<file path="config.mk">
export PLATFORM = sky130hd
export DESIGN_NAME = fcr_ctrl
export DESIGN_NICKNAME = d
export VERILOG_FILES = /design/src/fcr_pkg.sv /design/src/fcr_ctrl.sv
export VERILOG_INCLUDE_DIRS = /design/src
export SDC_FILE = /design/constraint.sdc
export NUM_CORES = 1
export LEC_CHECK = 0
export ABC_AREA = 0
export BUFFER_PORTS_ARGS = -buffer_cell sky130_fd_sc_hd__buf_2
export CORE_UTILIZATION = 45
export CTS_BUF_LIST = sky130_fd_sc_hd__clkbuf_4 sky130_fd_sc_hd__clkbuf_8
export DETAILED_ROUTE_END_ITERATION = 8
export PLACE_DENSITY = 0.89
export SETUP_SLACK_MARGIN = 0.15
export SLEW_MARGIN = 20
export SYNTH_ARGS = -nofsm -noshare
export SYNTH_HDL_FRONTEND = slang
export SYNTH_SLANG_ARGS = --single-unit
</file>
<file path="constraint.sdc">
create_clock -name core_clk -period 2.1 [get_ports core_clk]
set_input_delay 0.105 -clock core_clk [delete_from_list [all_inputs] [get_ports core_clk]]
set_output_delay 0.105 -clock core_clk [all_outputs]
set_load 0.1 [all_outputs]
</file>
<file path="src/fcr_defs.svh">
`ifndef FCR_DEFS_SVH
`define FCR_DEFS_SVH

// ****************************************
// Register map (byte addresses)
// ****************************************
`define FCR_ADDR_EXT_LO 12'h000
`define FCR_ADDR_EXT_HI 12'h004
`define FCR_ADDR_CHECK 12'h008
`define FCR_ADDR_STATUS 12'h00C

// ****************************************
// Field positions
// ****************************************
`define FCR_BIT_V86 0
`define FCR_BIT_PMV 1
`define FCR_BIT_TSR 2
`define FCR_BIT_DBG 3
`define FCR_BIT_LPG 4
`define FCR_BIT_PAX 5
`define FCR_BIT_MCX 6
`define FCR_BIT_GPE 7
`define FCR_BIT_CRD 8
`define FCR_BIT_OSF 9
`define FCR_BIT_OSX 10
`define FCR_DEF_BITS 11
`define FCR_DEF_MASK 64'h0000_0000_0000_07FF

// ****************************************
// Reset value and fixed constants
// ****************************************
`define FCR_EXT_RESET 64'h0000_0000_0000_0000
`define FCR_PERF_COUNT 3'h4
`define FCR_PHYS_BITS_EXT 6'h34
`define FCR_PHYS_BITS_LEG 6'h20

`endif

</file>
<file path="src/fcr_pkg.sv">
package fcr_pkg;

	// Instruction class presented to the check port
	typedef enum logic [3:0]
	{
		FCR_OP_NONE,
		FCR_OP_TS_READ,
		FCR_OP_TS_READ_AUX,
		FCR_OP_PERF_READ,
		FCR_OP_DBG_ACCESS,
		FCR_OP_MEDIA128,
		FCR_OP_FULL_SAVE,
		FCR_OP_SIMD_EXC,
		FCR_OP_MC_ERROR,
		FCR_OP_IRQ_SETCLR,
		FCR_OP_SW_IRQ
	} fcr_op_t;

	// Check request
	typedef struct packed
	{
		logic v86_mode;
		logic long_mode;
		logic correctable;
		logic [1:0] current_priv_level;
		logic [2:0] index;
		fcr_op_t op;
	} fcr_req_t;

	// Check verdict
	typedef struct packed
	{
		logic undefined_opcode_fault;
		logic machine_check_fault;
		logic simd_fp_fault;
		logic priv_fault;
		logic mc_record;
		logic use_virtual_irq;
		logic redirect_bitmap;
		logic [2:0] debug_target;
	} fcr_res_t;

	// Translation controls derived from the register
	typedef struct packed
	{
		logic entries_64;
		logic large_4m;
		logic large_2m;
		logic keep_global;
		logic io_breakpoints;
		logic [5:0] phys_bits;
	} fcr_xlate_t;

endpackage : fcr_pkg

</file>
<file path="src/fcr_ctrl.sv">
// What this block does
// - Legacy mode sees exactly the low 32 bits, same layout.
// - Bits 0 to 10 are all read/write.
// - Bit 0 virtualises irq flags in v86 and enables redirection bitmap.
// - Bit 1 makes only irq set/clear use virtual flags, also long mode.
// - Bit 2 set restricts timestamp reads to privilege 0.
// - Bit 3 set enables I/O breakpoints; debug 4/5 access faults.
// - Bit 3 clear aliases debug 4/5 onto 6/7, no I/O breakpoints.
// - Bit 4 set allows 4M pages per page size field, else 4K only.
// - Bit 4 ignored when address extension set, hence in long mode.
// - Bit 5 gives 64-bit entries, 52-bit addresses, 2M pages.
// - Bit 6 set: uncorrectable machine-check error raises machine check fault.
// - Errors are recorded regardless; correctable errors never fault.
// - Bit 7 keeps global translations on table base writes.
// - Global pages apply to every page size.
// - Bit 8 set allows counter reads at any level, else level 0.
// - Counter read reaches four counters, index 0 to 3.
// - Bit 9 clear faults 128-bit media ops; full save stays usable.
// - Bit 10 clear turns unmasked SIMD exceptions into undefined opcode.
`include "fcr_defs.svh"

module fcr_ctrl
	import fcr_pkg::*;
(
	// Clock and reset
	input wire logic core_clk,
	input wire logic rst_b,
	// APB slave
	input wire logic psel,
	input wire logic penable,
	input wire logic pwrite,
	input wire logic [11:0] paddr,
	input wire logic [31:0] pwdata,
	input wire logic [3:0] pstrb,
	output logic [31:0] prdata,
	output logic pready,
	output logic pslverr,
	// Core mode
	input wire logic legacy_mode,
	// Check port
	input wire logic chk_valid,
	input wire fcr_req_t chk_req,
	output logic chk_done,
	output fcr_res_t chk_res,
	// Translation controls
	output fcr_xlate_t xlate,
	output logic [63:0] extension_control
);

	// ****************************************
	// Register storage
	// ****************************************
	logic [63:0] ext_r;
	logic [63:0] ext_nxt;
	fcr_req_t req_r;
	logic req_valid_r;
	logic [7:0] fault_cnt_r;

	function automatic logic [31:0] lane_merge(input logic [31:0] old_v,
		input logic [31:0] new_v, input logic [3:0] strb);
		logic [31:0] res;
		res = old_v;
		for (int i = 0; i < 4; i++)
		begin
			if (strb[i])
			begin
				res[i*8 +: 8] = new_v[i*8 +: 8];
			end
		end
		return res;
	endfunction : lane_merge

	wire logic wr_acc = psel && penable && pwrite;
	wire logic rd_setup = psel && !penable && !pwrite;
	wire logic addr_ok = (paddr == `FCR_ADDR_EXT_LO) || (paddr == `FCR_ADDR_EXT_HI)
		|| (paddr == `FCR_ADDR_CHECK) || (paddr == `FCR_ADDR_STATUS);

	always_comb
	begin
		ext_nxt = ext_r;
		if (wr_acc && paddr == `FCR_ADDR_EXT_LO)
		begin
			ext_nxt[31:0] = lane_merge(ext_r[31:0], pwdata, pstrb);
		end
		else if (wr_acc && paddr == `FCR_ADDR_EXT_HI && !legacy_mode)
		begin
			ext_nxt[63:32] = lane_merge(ext_r[63:32], pwdata, pstrb);
		end
		ext_nxt = ext_nxt & `FCR_DEF_MASK;
	end

	always_ff @(posedge core_clk)
	begin
		if (!rst_b)
		begin
			ext_r <= `FCR_EXT_RESET;
		end
		else
		begin
			ext_r <= ext_nxt;
		end
	end

	// ****************************************
	// APB answer, one-cycle access phase
	// ****************************************
	always_ff @(posedge core_clk)
	begin
		if (!rst_b)
		begin
			prdata <= 32'h0000_0000;
			pready <= 1'b0;
			pslverr <= 1'b0;
		end
		else
		begin
			pready <= psel && !penable;
			pslverr <= psel && !penable && !addr_ok;
			if (rd_setup)
			begin
				case (paddr)
					`FCR_ADDR_EXT_LO: prdata <= ext_r[31:0];
					`FCR_ADDR_EXT_HI: prdata <= legacy_mode ? 32'h0000_0000 : ext_r[63:32];
					`FCR_ADDR_CHECK: prdata <= {22'h00_0000, chk_res};
					`FCR_ADDR_STATUS: prdata <= {24'h00_0000, fault_cnt_r};
					default: prdata <= 32'h0000_0000;
				endcase
			end
			else if (!psel)
			begin
				prdata <= 32'h0000_0000;
			end
		end
	end

	// ****************************************
	// Check request capture
	// ****************************************
	always_ff @(posedge core_clk)
	begin
		if (!rst_b)
		begin
			req_r <= '0;
			req_valid_r <= 1'b0;
		end
		else
		begin
			req_valid_r <= chk_valid;
			if (chk_valid)
			begin
				req_r <= chk_req;
			end
		end
	end

	// ****************************************
	// Verdict logic
	// ****************************************
	fcr_res_t res_nxt;
	always_comb
	begin
		res_nxt = '0;
		res_nxt.debug_target = req_r.index;
		case (req_r.op)
			FCR_OP_TS_READ, FCR_OP_TS_READ_AUX:
			begin
				res_nxt.priv_fault = ext_r[`FCR_BIT_TSR]
					&& req_r.current_priv_level != 2'h0;
			end
			FCR_OP_PERF_READ:
			begin
				res_nxt.priv_fault = !ext_r[`FCR_BIT_CRD]
					&& req_r.current_priv_level != 2'h0;
				if ({1'b0, req_r.index[1:0]} != req_r.index
					|| req_r.index >= `FCR_PERF_COUNT)
				begin
					res_nxt.undefined_opcode_fault = 1'b1;
				end
			end
			FCR_OP_DBG_ACCESS:
			begin
				if (req_r.index == 3'h4 || req_r.index == 3'h5)
				begin
					if (ext_r[`FCR_BIT_DBG])
					begin
						res_nxt.undefined_opcode_fault = 1'b1;
					end
					else
					begin
						res_nxt.debug_target = req_r.index + 3'h2;
					end
				end
			end
			FCR_OP_MEDIA128:
			begin
				res_nxt.undefined_opcode_fault = !ext_r[`FCR_BIT_OSF];
			end
			FCR_OP_FULL_SAVE:
			begin
				res_nxt.undefined_opcode_fault = 1'b0;
			end
			FCR_OP_SIMD_EXC:
			begin
				res_nxt.undefined_opcode_fault = !ext_r[`FCR_BIT_OSX];
				res_nxt.simd_fp_fault = ext_r[`FCR_BIT_OSX];
			end
			FCR_OP_MC_ERROR:
			begin
				res_nxt.mc_record = 1'b1;
				res_nxt.machine_check_fault = ext_r[`FCR_BIT_MCX] && !req_r.correctable;
			end
			FCR_OP_IRQ_SETCLR:
			begin
				res_nxt.use_virtual_irq = (req_r.v86_mode && ext_r[`FCR_BIT_V86])
					|| (!req_r.v86_mode && ext_r[`FCR_BIT_PMV]);
			end
			FCR_OP_SW_IRQ:
			begin
				res_nxt.redirect_bitmap = req_r.v86_mode && ext_r[`FCR_BIT_V86];
			end
			default:
			begin
				res_nxt = '0;
			end
		endcase
	end

	always_ff @(posedge core_clk)
	begin
		if (!rst_b)
		begin
			chk_done <= 1'b0;
			chk_res <= '0;
		end
		else
		begin
			chk_done <= req_valid_r;
			if (req_valid_r)
			begin
				chk_res <= res_nxt;
			end
		end
	end

	always_ff @(posedge core_clk)
	begin
		if (!rst_b)
		begin
			fault_cnt_r <= 8'h00;
		end
		else if (req_valid_r && (res_nxt.undefined_opcode_fault || res_nxt.priv_fault
			|| res_nxt.machine_check_fault) && fault_cnt_r != 8'hFF)
		begin
			fault_cnt_r <= fault_cnt_r + 8'h01;
		end
	end

	// ****************************************
	// Translation controls
	// ****************************************
	always_ff @(posedge core_clk)
	begin
		if (!rst_b)
		begin
			xlate <= '0;
			extension_control <= `FCR_EXT_RESET;
		end
		else
		begin
			extension_control <= legacy_mode ? {32'h0000_0000, ext_r[31:0]} : ext_r;
			xlate.entries_64 <= ext_r[`FCR_BIT_PAX];
			xlate.large_2m <= ext_r[`FCR_BIT_PAX];
			xlate.large_4m <= ext_r[`FCR_BIT_LPG] && !ext_r[`FCR_BIT_PAX];
			xlate.keep_global <= ext_r[`FCR_BIT_GPE];
			xlate.io_breakpoints <= ext_r[`FCR_BIT_DBG];
			xlate.phys_bits <= ext_r[`FCR_BIT_PAX] ? `FCR_PHYS_BITS_EXT
				: `FCR_PHYS_BITS_LEG;
		end
	end

endmodule : fcr_ctrl

</file>
==> summary.txt <==
Run status
  – Status: complete, no violations

GRT
  – Grt peak-use layer: met2
  – Vias in the first global route: 2414
  – Total GRT Usage: 17.7%
  – Grt met2 use: a little under a third
  – Initial antenna violation count: 0
  – Largest net degree at the start of global routing: 66
  – Met3 GRT Util: 5.19%
  – Routing usage on met1: about a fifth
  – Grt total ovfl: 0
  – First-pass GRT wire length: 11600 µm

Detailed routing
  – DR vias/cell: roughly 4.6
  – Total number of vias: 2703
  – Initial DRT Pass Iterations: 4
  – Drt wl/cell: between 10 and 15 µm
  – Initial DRC count: 126
  – Routed Antenna Nets: 0
  – Drt drc: 0
  – Final Routed Wirelength: 7060 µm

CTS
  – Clock Path Buffers: 2
  – Setup bufs post-CTS: 0
  – Post-CTS Resized: 0
  – CTS tree: yes
  – Clock-pin slew on the worst setup and hold paths: 0.07 ns
  – Worst-Skew Late Latency: 0.34 ns
  – CTS Buf Count: 9
  – Clk root buf: clkbuf_8
  – H-tree depth: 3
  – Sinks on Clock Net: 68

Job
  – Max-cap viol count: 0

STA
  – Setup violators final: 0
  – Fin. Hold Viols: 0
  – Setup_tns: 0 ns
  – Min cycle time layout: between 1.5 and 2 ns
  – RSZ-0062 raised after global routing: false
  – Slew Limit Headroom: roughly three fifths
  – Hold Slack: 0.0160 ns
  – Worst slew pin tran: 0.584 ns
  – Period utilisation layout: 83.5%
  – Fmax: 0.570 GHz
  – Setup Skew: roughly 0.007 ns
  – Slew Limit Fails: 0

Yosys
  – Cell taking the most area after synthesis: dfxtp_1
  – Most frequent cell after synthesis: buf_4
  – Syn Inst Count: 399
  – Syn_area_per_cell: about 9 µm²
  – Mapped Area: between 0.003 and 0.004 mm²
  – Top post-synthesis cells by area: dfxtp_1, buf_4, mux2i_1, nand2_1, o21ai_0
  – Synth warn: 0
  – FF+latch count, synth: 68
  – Yosys top cell area share: 38.0%
  – Post-synth cell types: 47
  – Post-synthesis async set-or-reset flop share: 0%
  – Register area share after synthesis: 38.0%
  – EDFF count, synth: 0
  – Synth top cells by count: buf_4, dfxtp_1, nand2_1
  – Synth Flop Type: dfxtp_1

Pwr
  – Worst IR Drop VDD: 0.000461 V
  – P_leak: 1.91 nW
  – PD cells: 799 mW/mm²
  – Register share of total power: 41.8%
  – P_sw: roughly 0.0012 W
  – Sw Ratio: 38.3%
  – Logic pwr share: 25.7%
  – Clock network power share: about 33%
  – Cell Int Power: about 0.0020 W

Layout
  – Number of diodes: 0
  – Filler cells: 722
  – Finished Layout Cells: 588
  – # nets final: 550
  – Fraction of layout cells with a size suffix above 1: roughly 25%
  – P&R area growth vs syn: 11.2%

Floorplanning
  – Core area: 0.00773 mm²
  – Top Ports: 187
  – Chip Width: about 90 µm
  – Number of cell rows: 32
  – Starting Density: ~46%
  – Die area: ~0.0083 mm²
  – Die Height: 91.2 µm

Worst setup path
  – Crit Path Max Fanout: 7
  – Crit Path Category: reg -> reg
  – Worst-path cell with the longest stage delay: dfxtp_1
  – Worst EP arrival: 2.02 ns
  – Largest stage delay, worst path: 0.36 ns
  – CP startpoint kind: flop
  – CP Capture Type: flop
  – Critical-path cell list: ha_1 > and3_1 > a41oi_2 > nand4_1 > a21oi_1 > mux2i_1
  – Crit path required time: 2.37 ns

Place
  – Dpl cells: 566
  – Post-DP HPWL: ~5400 µm
  – Port-buffer cells: 84
  – Placer Congestion: 0.788

Min path
  – Hold Path Class: in -> reg
==> critical path: cells and delay by family (launching register included) <==
family | cells | cell delay, ns
simple gates | 2 | 0.38
mux | 1 | 0.19
flops | 1 | 0.36
fa+ha+maj | 1 | 0.22
compound gates | 2 | 0.54
==> stage by stage <==
step	power (W)	instance area [µm²]	setup slack (ns)	util, %
floorplan	0.00221	3870	0.565	-
global placement	0.00216	3720	0.476	48.2
detailed placement	0.00217	3720	0.381	48.2
CTS	0.00320	3990	0.361	51.6
global route	0.00329	3990	0.220	51.6
finish	0.00318	3990	0.347	51.6
==> registers in the layout, summed over array words and instances, names as in the netlist, 2 cells and up <==
register / count
ext_r: 11
extension_control: 11
chk_res: 10
req_r: 11
fault_cnt_r: 8
prdata: 11
xlate: 2
==> cell usage in the layout, fill, tap and decap left out, types with 2 or more instances in the layout <==
cell type and count:
buf_2 84, conb_1 77, dfxtp_1 68, nand2_1 47, mux2i_1 28, o21ai_0 19, nand3_1 18, nor2b_1 15
nor2_1 12, nand2b_1 10, clkbuf_8 10, inv_1 9, a21oi_1 9, a22o_1 8, a21boi_0 8, and2_1 7
dlygate4sd3_1 7, and3_1 5, nand4_1 4, buf_4 4, nand3_2 3, mux2_2 3, clkinv_2 3, nor4_4 2
o21ai_2 2, nor3_1 2
==> worst paths after layout <==
path                     to  slack [ns]  cells after the start           start
min                ext_r[9]        0.02                      3       pwdata[9]
max          fault_cnt_r[3]        0.35                      6  fault_cnt_r[0]
max reg2reg  fault_cnt_r[3]        0.35                      6  fault_cnt_r[0]
min reg2reg       prdata[8]        0.47                      2       prdata[8]
==> area by class of cell <==
cell class	instances	area [µm²]	share of cell area, %
Sequential cell	68	1360	34.2
Multi-Input combinational cell	298	1750	43.9
Inverter	10	37.5	0.942
Tap cell	102	128	3.20
Clock inverter	5	52.6	1.32
Clock buffer	10	138	3.45
Timing Repair Buffer	95	520	13.1
==> power groups by stage <==
stage / sequential, W / combinational, W / clock, W
after floorplan: 0.00139 / 0.000816 / 0
after global placement: 0.00136 / 0.000800 / 0
after detailed placement: 0.00136 / 0.000806 / 0
after CTS: 0.00133 / 0.000817 / 0.00105
after global routing: 0.00133 / 0.000845 / 0.00111
final: 0.00133 / 0.000819 / 0.00103
==> cells by family (layout without fill, tap and decap cells) <==
family | after synthesis | after routing | share of synthesized area [%]
other | 1 | 77 | 0.105
buffers and inverters | 109 | 120 | 21.2
adders and majority gates | 1 | 1 | 0.349
and+or+nand+nor | 134 | 134 | 20.6
muxes | 31 | 31 | 8.76
DFF | 68 | 68 | 38.0
AOI/OAI and AO/OA | 55 | 55 | 11.0
==> timing repair <==
action,4_1_cts,5_1_grt
endpoints found under the hold margin,8,0
endpoints found under the setup margin,0,0
hold buffers,7,0
==> layer usage <==
layer	part of all wire [%]	wire length (µm)	vias to the layer above
met1	44	3070	1240
met5	0	0	-
li1	-	-	1342
met4	1.8	129	0
met3	6.1	427	11
met2	49	3430	110
(Power assumes the default switching activity.)
